`config.mk`:
```
export PLATFORM = sky130hd
export DESIGN_NAME = e3_rx_out_irq
export DESIGN_NICKNAME = d
export VERILOG_FILES = /design/src/shared/e3_rx_pkg.sv /design/src/e3_los_detect.sv /design/src/e3_rx_out_irq.sv
export SDC_FILE = /design/constraint.sdc
export NUM_CORES = 1
export LEC_CHECK = 0
export BUFFER_PORTS_ARGS = -buffer_cell sky130_fd_sc_hd__buf_2
export CORE_UTILIZATION = 45
export DETAILED_ROUTE_END_ITERATION = 16
export PLACE_DENSITY_LB_ADDON = 0.3
export SLEW_MARGIN = 10
export SYNTH_ARGS = -nofsm -noshare
export SYNTH_HDL_FRONTEND = slang
export SYNTH_SLANG_ARGS = --single-unit
```
`constraint.sdc`:
```
create_clock -name i_clk -period 2 [get_ports i_clk]
set_clock_uncertainty 0.05 [all_clocks]
set_input_delay 0.2 -clock i_clk [delete_from_list [all_inputs] [get_ports i_clk]]
set_output_delay 0.2 -clock i_clk [all_outputs]
set_load 0.005 [all_outputs]
```
`src/shared/e3_rx_pkg.sv`:
```
// Constants for the E3 receive payload output and receive interrupt block.
// Assumes an 8-bit register port and a 50 MHz core clock.
package e3_rx_pkg;
	// Register offsets
	localparam logic [7:0] BLOCK_IRQ_ENABLE_ADDR = 8'h04;
	localparam logic [7:0] RX_CFG_STATUS_2_ADDR  = 8'h11;
	localparam logic [7:0] RX_IRQ_ENABLE_1_ADDR  = 8'h12;
	localparam logic [7:0] RX_OUT_CONFIG_ADDR    = 8'h13;
	localparam logic [7:0] RX_IRQ_STATUS_1_ADDR  = 8'h14;
	localparam logic [7:0] RX_IRQ_ENABLE_2_ADDR  = 8'h15;
	localparam logic [7:0] RX_IRQ_STATUS_2_ADDR  = 8'h16;
	// Field positions
	localparam int RX_BLOCK_EN_BIT = 7;
	localparam int LOS_STATE_BIT   = 4;
	localparam int LOS_IRQ_BIT     = 1;
	localparam int NIBBLE_MODE_BIT = 0;
	// Writable masks and reset values
	localparam logic [7:0] BLOCK_IRQ_ENABLE_MASK = 8'h83;
	localparam logic [7:0] SRC1_MASK             = 8'h1F;
	localparam logic [7:0] SRC2_MASK             = 8'h7F;
	localparam logic [7:0] REG_RESET             = 8'h00;
	// Timing: link bit period and core period, in ns
	localparam int LINE_CLK_NS   = 160;
	localparam int CORE_CLK_NS   = 20;
	localparam int BIT_CYCLES    = LINE_CLK_NS / CORE_CLK_NS;
	localparam int SER_HIGH_CYC  = BIT_CYCLES / 2;
	localparam int NIB_HIGH_CYC  = BIT_CYCLES;
	// Loss of signal thresholds, in line bits
	localparam int LOS_ZERO_RUN  = 32;
	localparam int LOS_GOOD_RUN  = 32;
	localparam int LOS_BAD_ZEROS = 4;
	localparam int NIBBLE_BITS   = 4;
endpackage : e3_rx_pkg

```
`src/e3_los_detect.sv`:
```
// Loss of signal detector working on recovered line bits.
// Assumes one i_bit_tick per line bit, on the core clock.
`timescale 1ns/1ps
module e3_los_detect
	import e3_rx_pkg::*;
#(
	parameter int CNT_W = 6
) (
	// Clock and reset
	input  wire logic i_clk,
	input  wire logic i_sys_rst,
	// Line bits
	input  wire logic i_bit_tick,
	input  wire logic i_bit_zero,
	// Detector state
	output logic      o_los
);
	logic [CNT_W-1:0] zero_run_q;
	logic [CNT_W-1:0] good_run_q;
	logic             los_q;

	// Zero run length, saturating so a dead line stays declared
	always_ff @(posedge i_clk) begin
		if (i_sys_rst) begin
			zero_run_q <= '0;
		end else if (i_bit_tick) begin
			if (!i_bit_zero) begin
				zero_run_q <= '0;
			end else if (zero_run_q != CNT_W'(LOS_ZERO_RUN)) begin
				zero_run_q <= zero_run_q + 1'b1;
			end
		end
	end

	// Bits since the last run of four zeros
	always_ff @(posedge i_clk) begin
		if (i_sys_rst) begin
			good_run_q <= '0;
		end else if (i_bit_tick) begin
			if (i_bit_zero && zero_run_q >= CNT_W'(LOS_BAD_ZEROS - 1)) begin
				good_run_q <= '0;
			end else if (good_run_q != CNT_W'(LOS_GOOD_RUN)) begin
				good_run_q <= good_run_q + 1'b1;
			end
		end
	end

	// Declare on a long zero run, clear on a clean stretch
	always_ff @(posedge i_clk) begin
		if (i_sys_rst) begin
			los_q <= 1'b0;
		end else if (zero_run_q == CNT_W'(LOS_ZERO_RUN)) begin
			los_q <= 1'b1;
		end else if (good_run_q == CNT_W'(LOS_GOOD_RUN)) begin
			los_q <= 1'b0;
		end
	end

	assign o_los = los_q;
endmodule : e3_los_detect

```
`src/e3_rx_out_irq.sv`:
```
// Receive payload output port (serial or nibble) and receive interrupts.
// Assumes the framer feeds one payload bit per line bit on the core clock,
// and that rails and line clock come from outside the core clock domain.
//
// Added by the designer: the plain strobed port.
`timescale 1ns/1ps

// How it works
// serial data changes with payload clock rise
// far end samples bit and markers together
// frame marker one bit with first bit
// overhead marker high on overhead bits
// far end discards overhead-marked bits
// nibble bus updated at payload clock rise
// nibble clock pulses 1060 times per frame
// nibble clock high about a quarter period
// frame marker one nibble with first nibble
// far end samples nibble and marker together
// receive section has twelve interrupt sources
// request needs source and block enables
// block enable bit 7 at 0x04
// loss change interrupts on declare and clear
// declare loss while loss input high
// declare loss after 32 zero bits
// clear on input low or clean 32 bits
// loss interrupt enable bit 1 at 0x12
// loss change sets status, drives request low
// loss state readable at 0x11 bit 4
// zero bit means neither rail high
module e3_rx_out_irq
	import e3_rx_pkg::*;
#(
	parameter int HIGH_W = 5
) (
	// Clock and reset
	input  wire logic       i_clk,
	input  wire logic       i_sys_rst,
	// Register port
	input  wire logic [7:0] i_addr,
	input  wire logic [7:0] i_wr_data,
	input  wire logic       i_wr_en,
	input  wire logic       i_rd_en,
	output logic      [7:0] o_rd_data,
	// Framer side, core clock domain
	input  wire logic       i_rx_bit_valid,
	input  wire logic       i_rx_bit,
	input  wire logic       i_rx_bit_overhead,
	input  wire logic       i_rx_bit_first,
	input  wire logic [4:0] i_cond_change,
	input  wire logic [6:0] i_event,
	input  wire logic [2:0] i_cond_state,
	// Line interface pins
	input  wire logic       i_line_clk,
	input  wire logic       i_line_positive_rail_in,
	input  wire logic       i_line_negative_rail_in,
	input  wire logic       i_line_sig_loss_in,
	// Terminal equipment side
	output logic            o_rx_payload_clock,
	output logic            o_rx_serial_payload_out,
	output logic      [3:0] o_rx_payload_nibble,
	output logic            o_rx_frame_start_marker,
	output logic            o_rx_overhead_marker,
	// Host interrupt
	output logic            o_irq_n
);
	// Pin synchronisers
	logic [1:0] line_clk_sync_q;
	logic [1:0] pos_sync_q;
	logic [1:0] neg_sync_q;
	logic [1:0] loss_in_sync_q;
	logic       line_clk_prev_q;
	logic       bit_tick;
	logic       bit_zero;
	logic       det_los;
	logic       sig_loss_state;
	logic       sig_loss_prev_q;
	logic       los_change;
	// Registers
	logic [7:0] block_irq_enable_q;
	logic [7:0] rx_irq_enable_1_q;
	logic [7:0] rx_irq_enable_2_q;
	logic [7:0] rx_irq_status_1_q;
	logic [7:0] rx_irq_status_2_q;
	logic       lof_algo_q;
	logic       nibble_mode_q;
	logic [7:0] rd_data_q;
	logic [4:0] src1_event;
	logic       rd_status_1;
	logic       rd_status_2;
	// Payload output
	logic       pclk_q;
	logic [HIGH_W-1:0] high_cnt_q;
	logic       ser_q;
	logic [3:0] nib_q;
	logic [3:0] nib_shift_q;
	logic [1:0] nib_cnt_q;
	logic       frame_q;
	logic       ovh_q;
	logic       sof_pend_q;
	logic       payload_bit;
	logic       nib_done;
	logic       out_update;

	// Two-stage synchronisers; only the second stage is read below.
	// They run through reset, so a pin already high at release gives no false edge
	always_ff @(posedge i_clk) begin
		line_clk_sync_q <= {line_clk_sync_q[0], i_line_clk};
		pos_sync_q      <= {pos_sync_q[0], i_line_positive_rail_in};
		neg_sync_q      <= {neg_sync_q[0], i_line_negative_rail_in};
		loss_in_sync_q  <= {loss_in_sync_q[0], i_line_sig_loss_in};
	end

	// Line clock edge finder, fed from the second stage only
	always_ff @(posedge i_clk) begin
		line_clk_prev_q <= line_clk_sync_q[1];
	end

	// Rails are sampled on the same delayed edge, so they stay aligned
	assign bit_tick = line_clk_sync_q[1] & ~line_clk_prev_q;
	assign bit_zero = ~pos_sync_q[1] & ~neg_sync_q[1];

	e3_los_detect #(
		.CNT_W (6)
	) u_los_detect (
		.i_clk      (i_clk),
		.i_sys_rst  (i_sys_rst),
		.i_bit_tick (bit_tick),
		.i_bit_zero (bit_zero),
		.o_los      (det_los)
	);

	// Either the line interface pin or the zero-run detector holds loss
	assign sig_loss_state = loss_in_sync_q[1] | det_los;

	// Change of loss state, in both directions
	always_ff @(posedge i_clk) begin
		if (i_sys_rst) begin
			sig_loss_prev_q <= 1'b0;
		end else begin
			sig_loss_prev_q <= sig_loss_state;
		end
	end

	assign los_change = sig_loss_state ^ sig_loss_prev_q;

	// Events for status register 1; loss change replaces the framer's bit
	always_comb begin
		src1_event = i_cond_change;
		src1_event[LOS_IRQ_BIT] = los_change;
	end

	assign rd_status_1 = i_rd_en && (i_addr == RX_IRQ_STATUS_1_ADDR);
	assign rd_status_2 = i_rd_en && (i_addr == RX_IRQ_STATUS_2_ADDR);

	// Writable control registers
	always_ff @(posedge i_clk) begin
		if (i_sys_rst) begin
			block_irq_enable_q <= REG_RESET;
			rx_irq_enable_1_q  <= REG_RESET;
			rx_irq_enable_2_q  <= REG_RESET;
			lof_algo_q         <= 1'b0;
			nibble_mode_q      <= 1'b0;
		end else if (i_wr_en) begin
			unique case (i_addr)
				BLOCK_IRQ_ENABLE_ADDR: begin
					block_irq_enable_q <= i_wr_data & BLOCK_IRQ_ENABLE_MASK;
				end
				RX_IRQ_ENABLE_1_ADDR: begin
					rx_irq_enable_1_q <= i_wr_data & SRC1_MASK;
				end
				RX_IRQ_ENABLE_2_ADDR: begin
					rx_irq_enable_2_q <= i_wr_data & SRC2_MASK;
				end
				RX_CFG_STATUS_2_ADDR: begin
					lof_algo_q <= i_wr_data[7];
				end
				RX_OUT_CONFIG_ADDR: begin
					nibble_mode_q <= i_wr_data[NIBBLE_MODE_BIT];
				end
				default: begin
				end
			endcase
		end
	end

	// Sticky status: enabled events set, a read clears, a set wins
	always_ff @(posedge i_clk) begin
		if (i_sys_rst) begin
			rx_irq_status_1_q <= REG_RESET;
		end else begin
			rx_irq_status_1_q <= ((rd_status_1 ? 8'h00 : rx_irq_status_1_q)
				| ({3'h0, src1_event} & rx_irq_enable_1_q)) & SRC1_MASK;
		end
	end

	// Second status group for the event-style sources
	always_ff @(posedge i_clk) begin
		if (i_sys_rst) begin
			rx_irq_status_2_q <= REG_RESET;
		end else begin
			rx_irq_status_2_q <= ((rd_status_2 ? 8'h00 : rx_irq_status_2_q)
				| ({1'b0, i_event} & rx_irq_enable_2_q)) & SRC2_MASK;
		end
	end

	// Request needs a pending source and the receive block enable
	always_ff @(posedge i_clk) begin
		if (i_sys_rst) begin
			o_irq_n <= 1'b1;
		end else begin
			o_irq_n <= ~(block_irq_enable_q[RX_BLOCK_EN_BIT]
				& (|rx_irq_status_1_q | |rx_irq_status_2_q));
		end
	end

	// Read data appears one cycle after the strobe, zero otherwise
	always_ff @(posedge i_clk) begin
		if (i_sys_rst) begin
			rd_data_q <= 8'h00;
		end else if (i_rd_en) begin
			unique case (i_addr)
				BLOCK_IRQ_ENABLE_ADDR: rd_data_q <= block_irq_enable_q;
				RX_CFG_STATUS_2_ADDR: begin
					rd_data_q <= {lof_algo_q, i_cond_state[2:1], sig_loss_state,
						i_cond_state[0], 3'h0};
				end
				RX_IRQ_ENABLE_1_ADDR: rd_data_q <= rx_irq_enable_1_q;
				RX_OUT_CONFIG_ADDR:   rd_data_q <= {7'h00, nibble_mode_q};
				RX_IRQ_STATUS_1_ADDR: rd_data_q <= rx_irq_status_1_q;
				RX_IRQ_ENABLE_2_ADDR: rd_data_q <= rx_irq_enable_2_q;
				RX_IRQ_STATUS_2_ADDR: rd_data_q <= rx_irq_status_2_q;
				default:              rd_data_q <= 8'h00;
			endcase
		end else begin
			rd_data_q <= 8'h00;
		end
	end

	assign o_rd_data = rd_data_q;

	// Payload bits exclude overhead; a nibble completes on its fourth bit
	assign payload_bit = i_rx_bit_valid & ~i_rx_bit_overhead;
	assign nib_done    = payload_bit && (nib_cnt_q == 2'(NIBBLE_BITS - 1) || i_rx_bit_first);
	assign out_update  = nibble_mode_q ? (payload_bit && !i_rx_bit_first
		&& nib_cnt_q == 2'(NIBBLE_BITS - 1)) : i_rx_bit_valid;

	// Nibble assembler; a frame's first bit restarts alignment
	always_ff @(posedge i_clk) begin
		if (i_sys_rst) begin
			nib_shift_q <= 4'h0;
			nib_cnt_q   <= 2'h0;
		end else if (i_rx_bit_valid && i_rx_bit_first) begin
			nib_shift_q <= {3'h0, i_rx_bit};
			nib_cnt_q   <= i_rx_bit_overhead ? 2'h0 : 2'h1;
		end else if (payload_bit) begin
			nib_shift_q <= {nib_shift_q[2:0], i_rx_bit};
			nib_cnt_q   <= nib_done ? 2'h0 : nib_cnt_q + 2'h1;
		end
	end

	// First nibble of a frame carries the start marker
	always_ff @(posedge i_clk) begin
		if (i_sys_rst) begin
			sof_pend_q <= 1'b0;
		end else if (i_rx_bit_valid && i_rx_bit_first) begin
			sof_pend_q <= 1'b1;
		end else if (out_update && nibble_mode_q) begin
			sof_pend_q <= 1'b0;
		end
	end

	// Output data and markers, changed only as the payload clock rises
	always_ff @(posedge i_clk) begin
		if (i_sys_rst) begin
			ser_q   <= 1'b0;
			nib_q   <= 4'h0;
			frame_q <= 1'b0;
			ovh_q   <= 1'b0;
		end else if (out_update) begin
			if (nibble_mode_q) begin
				nib_q   <= {nib_shift_q[2:0], i_rx_bit};
				frame_q <= sof_pend_q;
				ovh_q   <= 1'b0;
			end else begin
				ser_q   <= i_rx_bit;
				frame_q <= i_rx_bit_first;
				ovh_q   <= i_rx_bit_overhead;
			end
		end
	end

	// Payload clock: one pulse per update, so 1060 per frame in nibble mode
	always_ff @(posedge i_clk) begin
		if (i_sys_rst) begin
			pclk_q     <= 1'b0;
			high_cnt_q <= '0;
		end else if (out_update) begin
			pclk_q     <= 1'b1;
			high_cnt_q <= nibble_mode_q ? HIGH_W'(NIB_HIGH_CYC - 1)
				: HIGH_W'(SER_HIGH_CYC - 1);
		end else if (high_cnt_q != '0) begin
			high_cnt_q <= high_cnt_q - 1'b1;
		end else begin
			pclk_q <= 1'b0;
		end
	end

	// Terminal equipment samples all of these on the clock's rise
	assign o_rx_payload_clock      = pclk_q;
	assign o_rx_serial_payload_out = ser_q;
	assign o_rx_payload_nibble     = nib_q;
	assign o_rx_frame_start_marker = frame_q;
	assign o_rx_overhead_marker    = ovh_q;
endmodule : e3_rx_out_irq

```
==> impl_metrics.ini, run 1 <==
[final_layout]
diodes = 0
drive_gt1_share_pct = 23.08
area_growth_pct = 19.63
layout.cells.most_common = dfxtp_1
nNetsFinal = 460
fin_util_pct = 55.60
layout_common_cells = 80 x dfxtp_1, 58 x buf_2, 39 x nor2_1
final_area_um2 = 4011

[floorplanning]
row_count = 31
die-area_um2 = 7800
die_w_um = 88.32
die_y_um = 88.32
core-area_um2 = 7214
io-pin-count = 60
start_util_pct = 46.48

[pwr]
cellLeakagePower_nw = 1.743
p_per_area_nw_per_um2 = 810.0
peakVddDrop_v = 0.0003377

[critical_path]
critPathBufInv = 1
critPathRequiredTime_ps = 2200
crit_path_start_kind = flip-flop
critPathCaptureType = flip-flop
r2r_setup_slack_ps = 350
r2r_end = high_cnt_q[1]$_SDFFE_PP0P_
critPathTopFamily = simple AND/OR/NAND/NOR gates
cpMaxStageDelayCell = or4b_1
slowest_delay_ps = 570
worstPathCellList = inv_1 > ha_1 > or4b_1 > o21ai_0 > a21oi_1
worst_ep_arrival_time_ps = 1850
cp_max_fo = 6
critical_path_class = flip-flop to flip-flop
crit_start = high_cnt_q[0]$_SDFFE_PP0P_
reg2reg_depth = 5
rr_startpoint = high_cnt_q[0]$_SDFFE_PP0P_

[sta]
final_max_slew_viol_count = 0
rsz0062_at_grt = no
setup_viol = 0
relSlewSlack_pct = 57.52
worst-slew-pin-transition_ps = 630.5
hold_viol = 0
finalCritPeriodShare_pct = 82.56
fmax_mhz = 605.6
finalSetupTns_ps = 0
min_period_ps = 1651

[logic_synthesis]
synthTopCellsByArea = dfxtp_1 48%, mux2i_1 7.2%, nor2_1 4.4%, a32o_1 3.6%, a21oi_1 3.1%
syn-cell-area_um2 = 3353
seq_area_frac_synth_pct = 47.76
yosysUniqueCellTypes = 53
synthCells = 347
yosysWarnings = 0
synth_top_area_share_pct = 47.76
synth_top_area_cell = dfxtp_1
synth_flop_cell = dfxtp_1
synth_nets = 396
ys_async_sr_fraction_pct = 0
ys_ff_latch = 80
syn_area_per_cell_um2 = 9.663
synth-edff-count = 0

[drt]
drcViolationCount = 0
drt_iter0_markers = 146
wire_per_inst_um = 13.68
route.met2.wl_um = 3255
met3WireLength_um = 296
via_count = 2739
ant_nets = 0
drtPass1Iterations = 4
via_per_inst = 5.318
highest_layer = met4
wirelength_um = 7046
route.layer.met1.wl_um = 3315

[cts]
cts-htree-levels = 3
numCtsBuffers = 9
cts_max_path_buffers = 2
cts_tree = done
clk_latency_ps = 360
path_clk_slew_ps = 80
cts_setup_buffers = 0
cts-root-buf = clkbuf_8
cts.sinks = 80

[global_route]
track_usage_pct = 19.31
grt_antenna_before_repair = 0
grt_pass1_wl_um = 11410
grt_max_degree = 22
grt_pass1_vias = 2503
grt_overflow = 0

[placed_design]
routabilityCongestion = 0.7911
port_buffers = 58
hpwlAfterDp_um = 4946
placed_area_um2 = 3744

[run_status]
status = complete, no violations

[min_path]
hp-class = primary input to flip-flop
min_to = rx_irq_enable_2_q[6]$_SDFFE_PP0P_
hold_depth = 3
hp-start = i_wr_data[6]

[job]
drv_cap = 0
## flip-flops by register name, summed over array words and instances (netlist names), 2 cells and up
| name | cells |
|---|---|
| nib_cnt_q | 2 |
| rx_irq_enable_1_q | 5 |
| neg_sync_q | 2 |
| rx_irq_status_2_q | 7 |
| line_clk_sync_q | 2 |
| u_los_detect.zero_run_q | 6 |
| nib_shift_q | 3 |
| loss_in_sync_q | 2 |
| o_rd_data | 8 |
| rx_irq_status_1_q | 5 |
| block_irq_enable_q | 3 |
| pos_sync_q | 2 |
| rx_irq_enable_2_q | 7 |
| high_cnt_q | 5 |
| o_rx_payload_nibble | 4 |
| u_los_detect.good_run_q | 6 |
## how the worst max path moves through the flow
| stage | endpoint | slack, ps | cells after the start |
|---|---|---|---|
| 6_report | high_cnt_q[1]$_SDFFE_PP0P_ | 350 | 5 |
| 5_1_grt | high_cnt_q[1]$_SDFFE_PP0P_ | 250 | 5 |
| 4_1_cts | high_cnt_q[1]$_SDFFE_PP0P_ | 350 | 5 |
| 3_5_place_dp | rx_irq_status_1_q[3]$_SDFF_PP0_ | 360 | 5 |
| 3_3_place_gp | rx_irq_status_1_q[4]$_SDFF_PP0_ | 400 | 5 |
| 2_1_floorplan | high_cnt_q[1]$_SDFFE_PP0P_ | 490 | 6 |
## power breakdown
group	switching (W)	internal, W
clock	0.000601	0.000741
combinational	0.000151	0.000112
sequential	0.0000193	0.00163
total	0.000771	0.00248
## area by class of cell
class	count	area (um^2)
Clock buffer	10	137.6
Clock inverter	6	90.09
Fill cell	675	3203
Inverter	12	45.04
Multi-Input combinational cell	239	1630
Sequential cell	80	1602
Tap cell	99	123.9
Timing Repair Buffer	69	382.9
## stage by stage
step / setup slack, ps / hold WS [ps] / std cells / total power, W
6_report: 348.8 / 27.14 / 515 / 0.003249
5_1_grt: 249.6 / 27.36 / 515 / 0.003374
4_1_cts: 347.5 / 14.98 / 515 / 0.003273
3_5_place_dp: 358.5 / 254.0 / 495 / 0.001938
3_3_place_gp: 403.8 / 252.3 / 495 / 0.001930
2_1_floorplan: 485.7 / 177.7 / 347 / 0.001839
## tightest hold or removal path, cell delays in order
cell and delay, ps:
buf_2 80, mux2i_1 50, nor2_1 70
## synth_stat cells, types with 8 or more instances
| cell | instances |
|---|---|
| a21oi_1 | 21 |
| dfxtp_1 | 80 |
| a32o_1 | 12 |
| nand3_1 | 12 |
| nor2_1 | 39 |
| nand4_1 | 8 |
| inv_1 | 12 |
| nand2_1 | 28 |
| mux2i_1 | 24 |
## kinds of logic (layout without fill, tap and decap cells)
kind of cell | count (synthesis) | count (layout) | synth area share, %
DFF | 80 | 80 | 47.76
and+or+nand+nor | 131 | 131 | 21.34
xor gates and xnor gates | 12 | 12 | 3.134
AOI/OAI and AO/OA | 62 | 62 | 13.40
adders and majority gates | 6 | 6 | 2.239
buffers and inverters | 28 | 97 | 3.619
muxes | 28 | 28 | 8.507
## repair_timing
item                                   CTS  global route
gates resized for setup                  0             0
hold buffers                             4             0
endpoints found under the hold margin    4             0
## routing by layer
metal  vias to the layer above  track usage [%]
li1                       1374                -
met1                      1280            24.03
met2                        72            31.40
met3                        13            3.545
met4                         0            11.14
met5                         -                0
Power figures use the tool's default switching activity.
==> run 2: changes to the inputs <==
--- a/config.mk
+++ b/config.mk
@@ -5,6 +5,7 @@
 export SDC_FILE = /design/constraint.sdc
 export NUM_CORES = 1
 export LEC_CHECK = 0
+export ABC_AREA = 1
 export BUFFER_PORTS_ARGS = -buffer_cell sky130_fd_sc_hd__buf_2
 export CORE_UTILIZATION = 45
 export DETAILED_ROUTE_END_ITERATION = 16
==> constraint.sdc (replaced) <==
create_clock -name i_clk -period 1.55 [get_ports i_clk]
set_clock_uncertainty 0.05 [all_clocks]
set_input_delay 0.155 -clock i_clk [delete_from_list [all_inputs] [get_ports i_clk]]
set_output_delay 0.155 -clock i_clk [all_outputs]
set_load 0.005 [all_outputs]
==> run 2 against run 1 <==
Global-route usage rose by 1.4 points. Power rose by 23%. Critical path depth rose by 3. Via count rose by 23%. Non-clock buffer count rose by 9. Critical path type unchanged. Critical endpoint is now u_los_detect.good_run_q[4]$_SDFFE_PP0P_. Highest routed layer unchanged.
==> impl_metrics.ini, run 2 <==
[logic_synthesis]
yosys-top-cells-count = 101 x nand2_1, 80 x dfxtp_1, 74 x nor2_1
syn_area_per_cell_um2 = 7.236
synthCells = 485
synth_nets = 534
synth_top_area_cell = dfxtp_1
synthTopCellsByArea = dfxtp_1 46%, nand2_1 11%, nor2_1 7.9%, nand3_1 7.3%, a21oi_1 6.6%
synth_top_area_share_pct = 45.63
yosysMostFrequentCell = nand2_1
yosysWarnings = 0
yosysUniqueCellTypes = 26
ys_async_sr_fraction_pct = 0
synth-edff-count = 0
seq_area_frac_synth_pct = 45.63
syn-cell-area_um2 = 3510
synth_flop_cell = dfxtp_1
ys_ff_latch = 80

[floorplanning]
core-area_um2 = 7408
io-pin-count = 60
die_w_um = 90.31
start_util_pct = 47.37
die_y_um = 90.31
row_count = 31
die-area_um2 = 8156

[min_path]
hp-class = primary input to flip-flop
hold_depth = 3
min_to = rx_irq_status_2_q[4]$_SDFF_PP0_
hp-start = i_event[4]

[cts]
cts-htree-levels = 3
clk_latency_ps = 350
cts_tree = done
numCtsBuffers = 9
path_clk_slew_ps = 80
cts_max_path_buffers = 2
cts-root-buf = clkbuf_8
cts.sinks = 80

[sta]
relSlewSlack_pct = 76.20
hold_slack_ps = 10.31
worst-slew-pin-transition_ps = 354.3
setup_viol = 0
fmax_mhz = 705.1
min_period_ps = 1418
finalSetupTns_ps = 0
finalCritPeriodShare_pct = 91.51
final_max_slew_viol_count = 0
hold_viol = 0

[drt]
via_per_inst = 5.043
ant_nets = 0
drt_iter0_markers = 217
wire_per_inst_um = 12.07
via_count = 3369
wirelength_um = 8065
drtPass1Iterations = 5
drcViolationCount = 0

[final_layout]
drive_gt1_share_pct = 21.62
diodes = 0
largest_reg_flops = 8
layout.cells.most_common = nand2_1
layout_common_cells = 100 x nand2_1, 78 x dfxtp_1, 72 x nor2_1
area_growth_pct = 20.86
fin_util_pct = 57.25
nNetsFinal = 614
final_area_um2 = 4242

[critical_path]
critPathBufInv = 0
critPathCaptureType = flip-flop
rr_startpoint = u_los_detect.zero_run_q[1]$_SDFFE_PP0P_
cpMaxStageDelayCell = dfxtp_1
slowest_delay_ps = 390
cp_max_fo = 7
r2r_setup_slack_ps = 130
critical_path_class = flip-flop to flip-flop
worst_ep_arrival_time_ps = 1620
reg2reg_depth = 8
critPathTopFamily = simple AND/OR/NAND/NOR gates
critPathRequiredTime_ps = 1750
cp_common_cell = nor2_1
worstPathCellList = ha_2 > nor2_1 > nand3_1 > nand2_1 > nand2_2 > nand2_1 > nor2_1 > nor2_1
r2r_end = u_los_detect.good_run_q[4]$_SDFFE_PP0P_
crit_path_start_kind = flip-flop

[global_route]
grt_pass1_wl_um = 13700
grt_max_degree = 30
grt_pass1_vias = 3132
grt_overflow = 0
grt_antenna_before_repair = 0
track_usage_pct = 20.74

[pwr]
finalPower_w = 0.003984
p_per_area_nw_per_um2 = 939.2
cellLeakagePower_nw = 1.838
peakVddDrop_v = 0.0004006

[placed_design]
routabilityCongestion = 0.8889
hpwlAfterDp_um = 5851
port_buffers = 58
placed_area_um2 = 3950

[run_status]
status = complete, no violations

[job]
drv_cap = 0
[run 2: kinds of logic after synthesis]
family	Yosys count	share of synthesized area, %
AO/OA/AOI/OAI	78	11.37
XOR/XNOR	5	1.248
adder cells (fa/ha/maj)	6	2.139
buffers and inverters	58	7.058
flip-flops	80	45.63
AND/OR/NAND/NOR	258	32.55
[run 2: final cells by class]
cell class	count	area, um^2
clock buffer	11	141.4
clock inverter	4	45.04
fill	724	3167
inverter	49	183.9
multi-input combinational	347	1685
sequential	80	1604
tap	99	123.9
timing repair buffer	78	457.9
[run 2: worst max path at each step]
stage / startpoint / to / slack [ps] / depth (start not counted)
floorplan: u_los_detect.zero_run_q[0]$_SDFFE_PP0P_ / u_los_detect.good_run_q[1]$_SDFFE_PP0P_ / 220 / 6
global placement: i_addr[7] / rx_irq_enable_2_q[2]$_SDFFE_PP0P_ / 120 / 7
detailed placement: i_addr[7] / rx_irq_enable_2_q[3]$_SDFFE_PP0P_ / 70 / 7
CTS: nib_cnt_q[0]$_SDFFE_PP0P_ / high_cnt_q[0]$_SDFFE_PP0P_ / 50 / 7
global route: pos_sync_q[1]$_DFF_P_ / u_los_detect.good_run_q[4]$_SDFFE_PP0P_ / -30 / 8
finish: u_los_detect.zero_run_q[1]$_SDFFE_PP0P_ / u_los_detect.good_run_q[4]$_SDFFE_PP0P_ / 130 / 8
[run 2: metal layers]
metal / up-vias / wire length (um) / track usage, % / part of all wire, %
met3: 14 / 403 / 3.283 / 5.0
met2: 100 / 3830 / 35.11 / 47
met1: 1527 / 3678 / 25.86 / 46
met4: 0 / 153 / 9.543 / 1.9
met5: - / 0 / 0 / 0
li1: 1728 / - / - / -
[run 2: repair_timing]
item,4_1_cts,5_1_grt
hold endpoints to repair,7,0
hold buffers,7,0
buffers inserted,0,1
resized for setup,0,13
setup endpoints to repair,0,12
[run 2: per-stage QoR]
stage	worst slack (ps)	instances
2_1_floorplan	224.9	485
3_3_place_gp	116.3	645
3_5_place_dp	70.67	645
4_1_cts	45.43	667
5_1_grt	-30.74	668
6_report	131.7	668
[run 2: tightest hold or removal path, delay by kind of cell]
family / cells / cell delay [ps]
buf+inv: 1 / 100
simple gates: 1 / 50
compound gates: 1 / 50
[run 2: power breakdown]
group          total, W  switching, W  internal [W]
combinational  0.000353      0.000214      0.000139
clock           0.00150      0.000731      0.000772
sequential      0.00213     0.0000271       0.00210
==> run 3: changes to the inputs <==
--- a/config.mk
+++ b/config.mk
@@ -7,6 +7,7 @@
 export LEC_CHECK = 0
 export ABC_AREA = 1
 export BUFFER_PORTS_ARGS = -buffer_cell sky130_fd_sc_hd__buf_2
+export CORE_ASPECT_RATIO = 0.75
 export CORE_UTILIZATION = 45
 export DETAILED_ROUTE_END_ITERATION = 16
 export PLACE_DENSITY_LB_ADDON = 0.3
==> run 3 against run 2 <==
Count of clock-buffer cells in the layout rose by 1. Die area about the same. Core utilization grew 0.053 points. Cell count up 0.90%. Register-to-register slack about the same. Hold slack improved by 12 ps. Final area grew 0.41%. Sequential power hardly changed. Routed wire length increased by 2.4%. Global-route usage is 0.30 points higher. Sequential share of layout area shrank 0.13 points. Fmax rose by 0.11%. Largest cell class unchanged. Largest power group unchanged.
==> impl_metrics.ini, run 3 (synthesis gave the netlist of run 2 again) <==
[min_path]
hold_depth = 3
min_to = block_irq_enable_q[7]$_SDFFE_PP0P_
hp-start = i_wr_data[7]
hp-class = primary input to flip-flop

[cts]
cts-root-buf = clkbuf_8
cts.sinks = 80
cts_tree = done
cts_max_path_buffers = 2
path_clk_slew_ps = 80
numCtsBuffers = 9
clk_latency_ps = 350
cts-htree-levels = 3

[final_layout]
layout.cells.non_filler = 674
multiInputGateArea_um2 = 1668
area_growth_pct = 21.35
largest_reg_flops = 8
regArea_um2 = 1605
diodes = 0
layout_common_cells = 100 x nand2_1, 77 x dfxtp_1, 73 x nor2_1
nNetsFinal = 618
nFillCells = 724
layout.cells.most_common = nand2_1
drive_gt1_share_pct = 20.24

[sta]
relSlewSlack_pct = 75.78
finalSetupTns_ps = 0
hold_viol = 0
final_max_slew_viol_count = 0
fmax_mhz = 705.8
worst-slew-pin-transition_ps = 362.9
min_period_ps = 1417
setup_viol = 0
finalCritPeriodShare_pct = 91.40

[pwr]
p_per_area_nw_per_um2 = 902.6
peakVddDrop_v = 0.0005202
cellLeakagePower_nw = 1.843

[critical_path]
crit_path_start_kind = flip-flop
critPathCaptureType = flip-flop
rr_startpoint = u_los_detect.zero_run_q[0]$_SDFFE_PP0P_
reg2reg_depth = 8
r2r_setup_slack_ps = 130
critical_path_class = flip-flop to flip-flop
worst_ep_arrival_time_ps = 1610
critPathRequiredTime_ps = 1740
cp_max_fo = 6
crit_start = u_los_detect.zero_run_q[0]$_SDFFE_PP0P_
r2r_end = u_los_detect.good_run_q[2]$_SDFFE_PP0P_

[global_route]
grt_pass1_vias = 3039
grt_max_degree = 21
track_usage_pct = 21.04
grt_overflow = 0
grt_pass1_wl_um = 13720
grt_antenna_before_repair = 0

[placed_design]
numPlacedInstances = 645
port_buffers = 58
routabilityCongestion = 0.8810
hpwlAfterDp_um = 6149

[floorplanning]
io-pin-count = 60
die-area_um2 = 8160
die_w_um = 104.0
core-area_um2 = 7432
row_count = 27
die_y_um = 78.48
start_util_pct = 47.22

[drt]
drt_iter0_markers = 158
via_count = 3372
route.met2.wl_um = 3665
route.layer.met1.wl_um = 3979
highest_layer = met4
ant_nets = 0
via_per_inst = 5.003
met3WireLength_um = 508
wire_per_inst_um = 12.25
drtPass1Iterations = 6
drcViolationCount = 0
wirelength_um = 8255

[run_status]
status = complete, no violations

[job]
drv_cap = 0
==> run 3: what timing repair did <==
action | CTS | global route
buffers inserted | 0 | 1
endpoints found under the hold margin | 13 | 0
setup endpoints to repair | 0 | 11
hold buffers | 13 | 0
gates resized for setup | 0 | 6
==> run 3: metal layers <==
metal	vias up	global-route usage, %
li1	1734	-
met1	1529	28.30
met2	97	33.13
met3	12	5.150
met4	0	6.714
met5	-	0
==> run 3: how the worst max path moves through the flow <==
stage,end,cells after the start,slack (ps)
2_1_floorplan,u_los_detect.good_run_q[1]$_SDFFE_PP0P_,6,220
3_3_place_gp,rx_irq_enable_2_q[2]$_SDFFE_PP0P_,7,130
3_5_place_dp,u_los_detect.zero_run_q[5]$_SDFFE_PP0P_,8,70
4_1_cts,u_los_detect.zero_run_q[5]$_SDFFE_PP0P_,8,50
5_1_grt,high_cnt_q[0]$_SDFFE_PP0P_,9,-3
6_report,u_los_detect.good_run_q[2]$_SDFFE_PP0P_,8,130
==> run 3: power by group <==
group | leakage [nW] | internal, W | switching (W) | total, W
sequential | 0.652 | 0.00210 | 0.0000259 | 0.00213
combinational | 1.10 | 0.000144 | 0.000209 | 0.000352
clock | 0.0882 | 0.000656 | 0.000709 | 0.00136
==> run 3: critical path: stages (launching register included) <==
cell	delay (ps)
dfxtp_2	350
ha_2	210
nor2_1	90
nand3_1	110
nand2_1	90
nand2_2	90
buf_4	150
a21oi_1	120
nor2_1	60
==> run 3: layout make-up <==
cell class / count / area share, %
inverter: 49 / 4.318
multi-input combinational: 347 / 39.16
timing repair buffer: 82 / 11.81
clock buffer: 12 / 3.643
clock inverter: 3 / 0.4113
sequential: 80 / 37.69
tap: 101 / 2.967
==> run 3: metrics by stage <==
step	utilization, %	instance area (um^2)	total power (W)	setup slack [ps]	hold slack [ps]
finish	57.31	4259	0.003844	133.2	22.50
global route	57.31	4259	0.004022	-2.527	15.92
CTS	57.05	4240	0.003886	46.46	4.681
detailed placement	52.98	3938	0.002493	69.15	209.1
global placement	52.98	3938	0.002484	127.2	210.1
floorplan	-	3510	0.002361	224.9	132.7
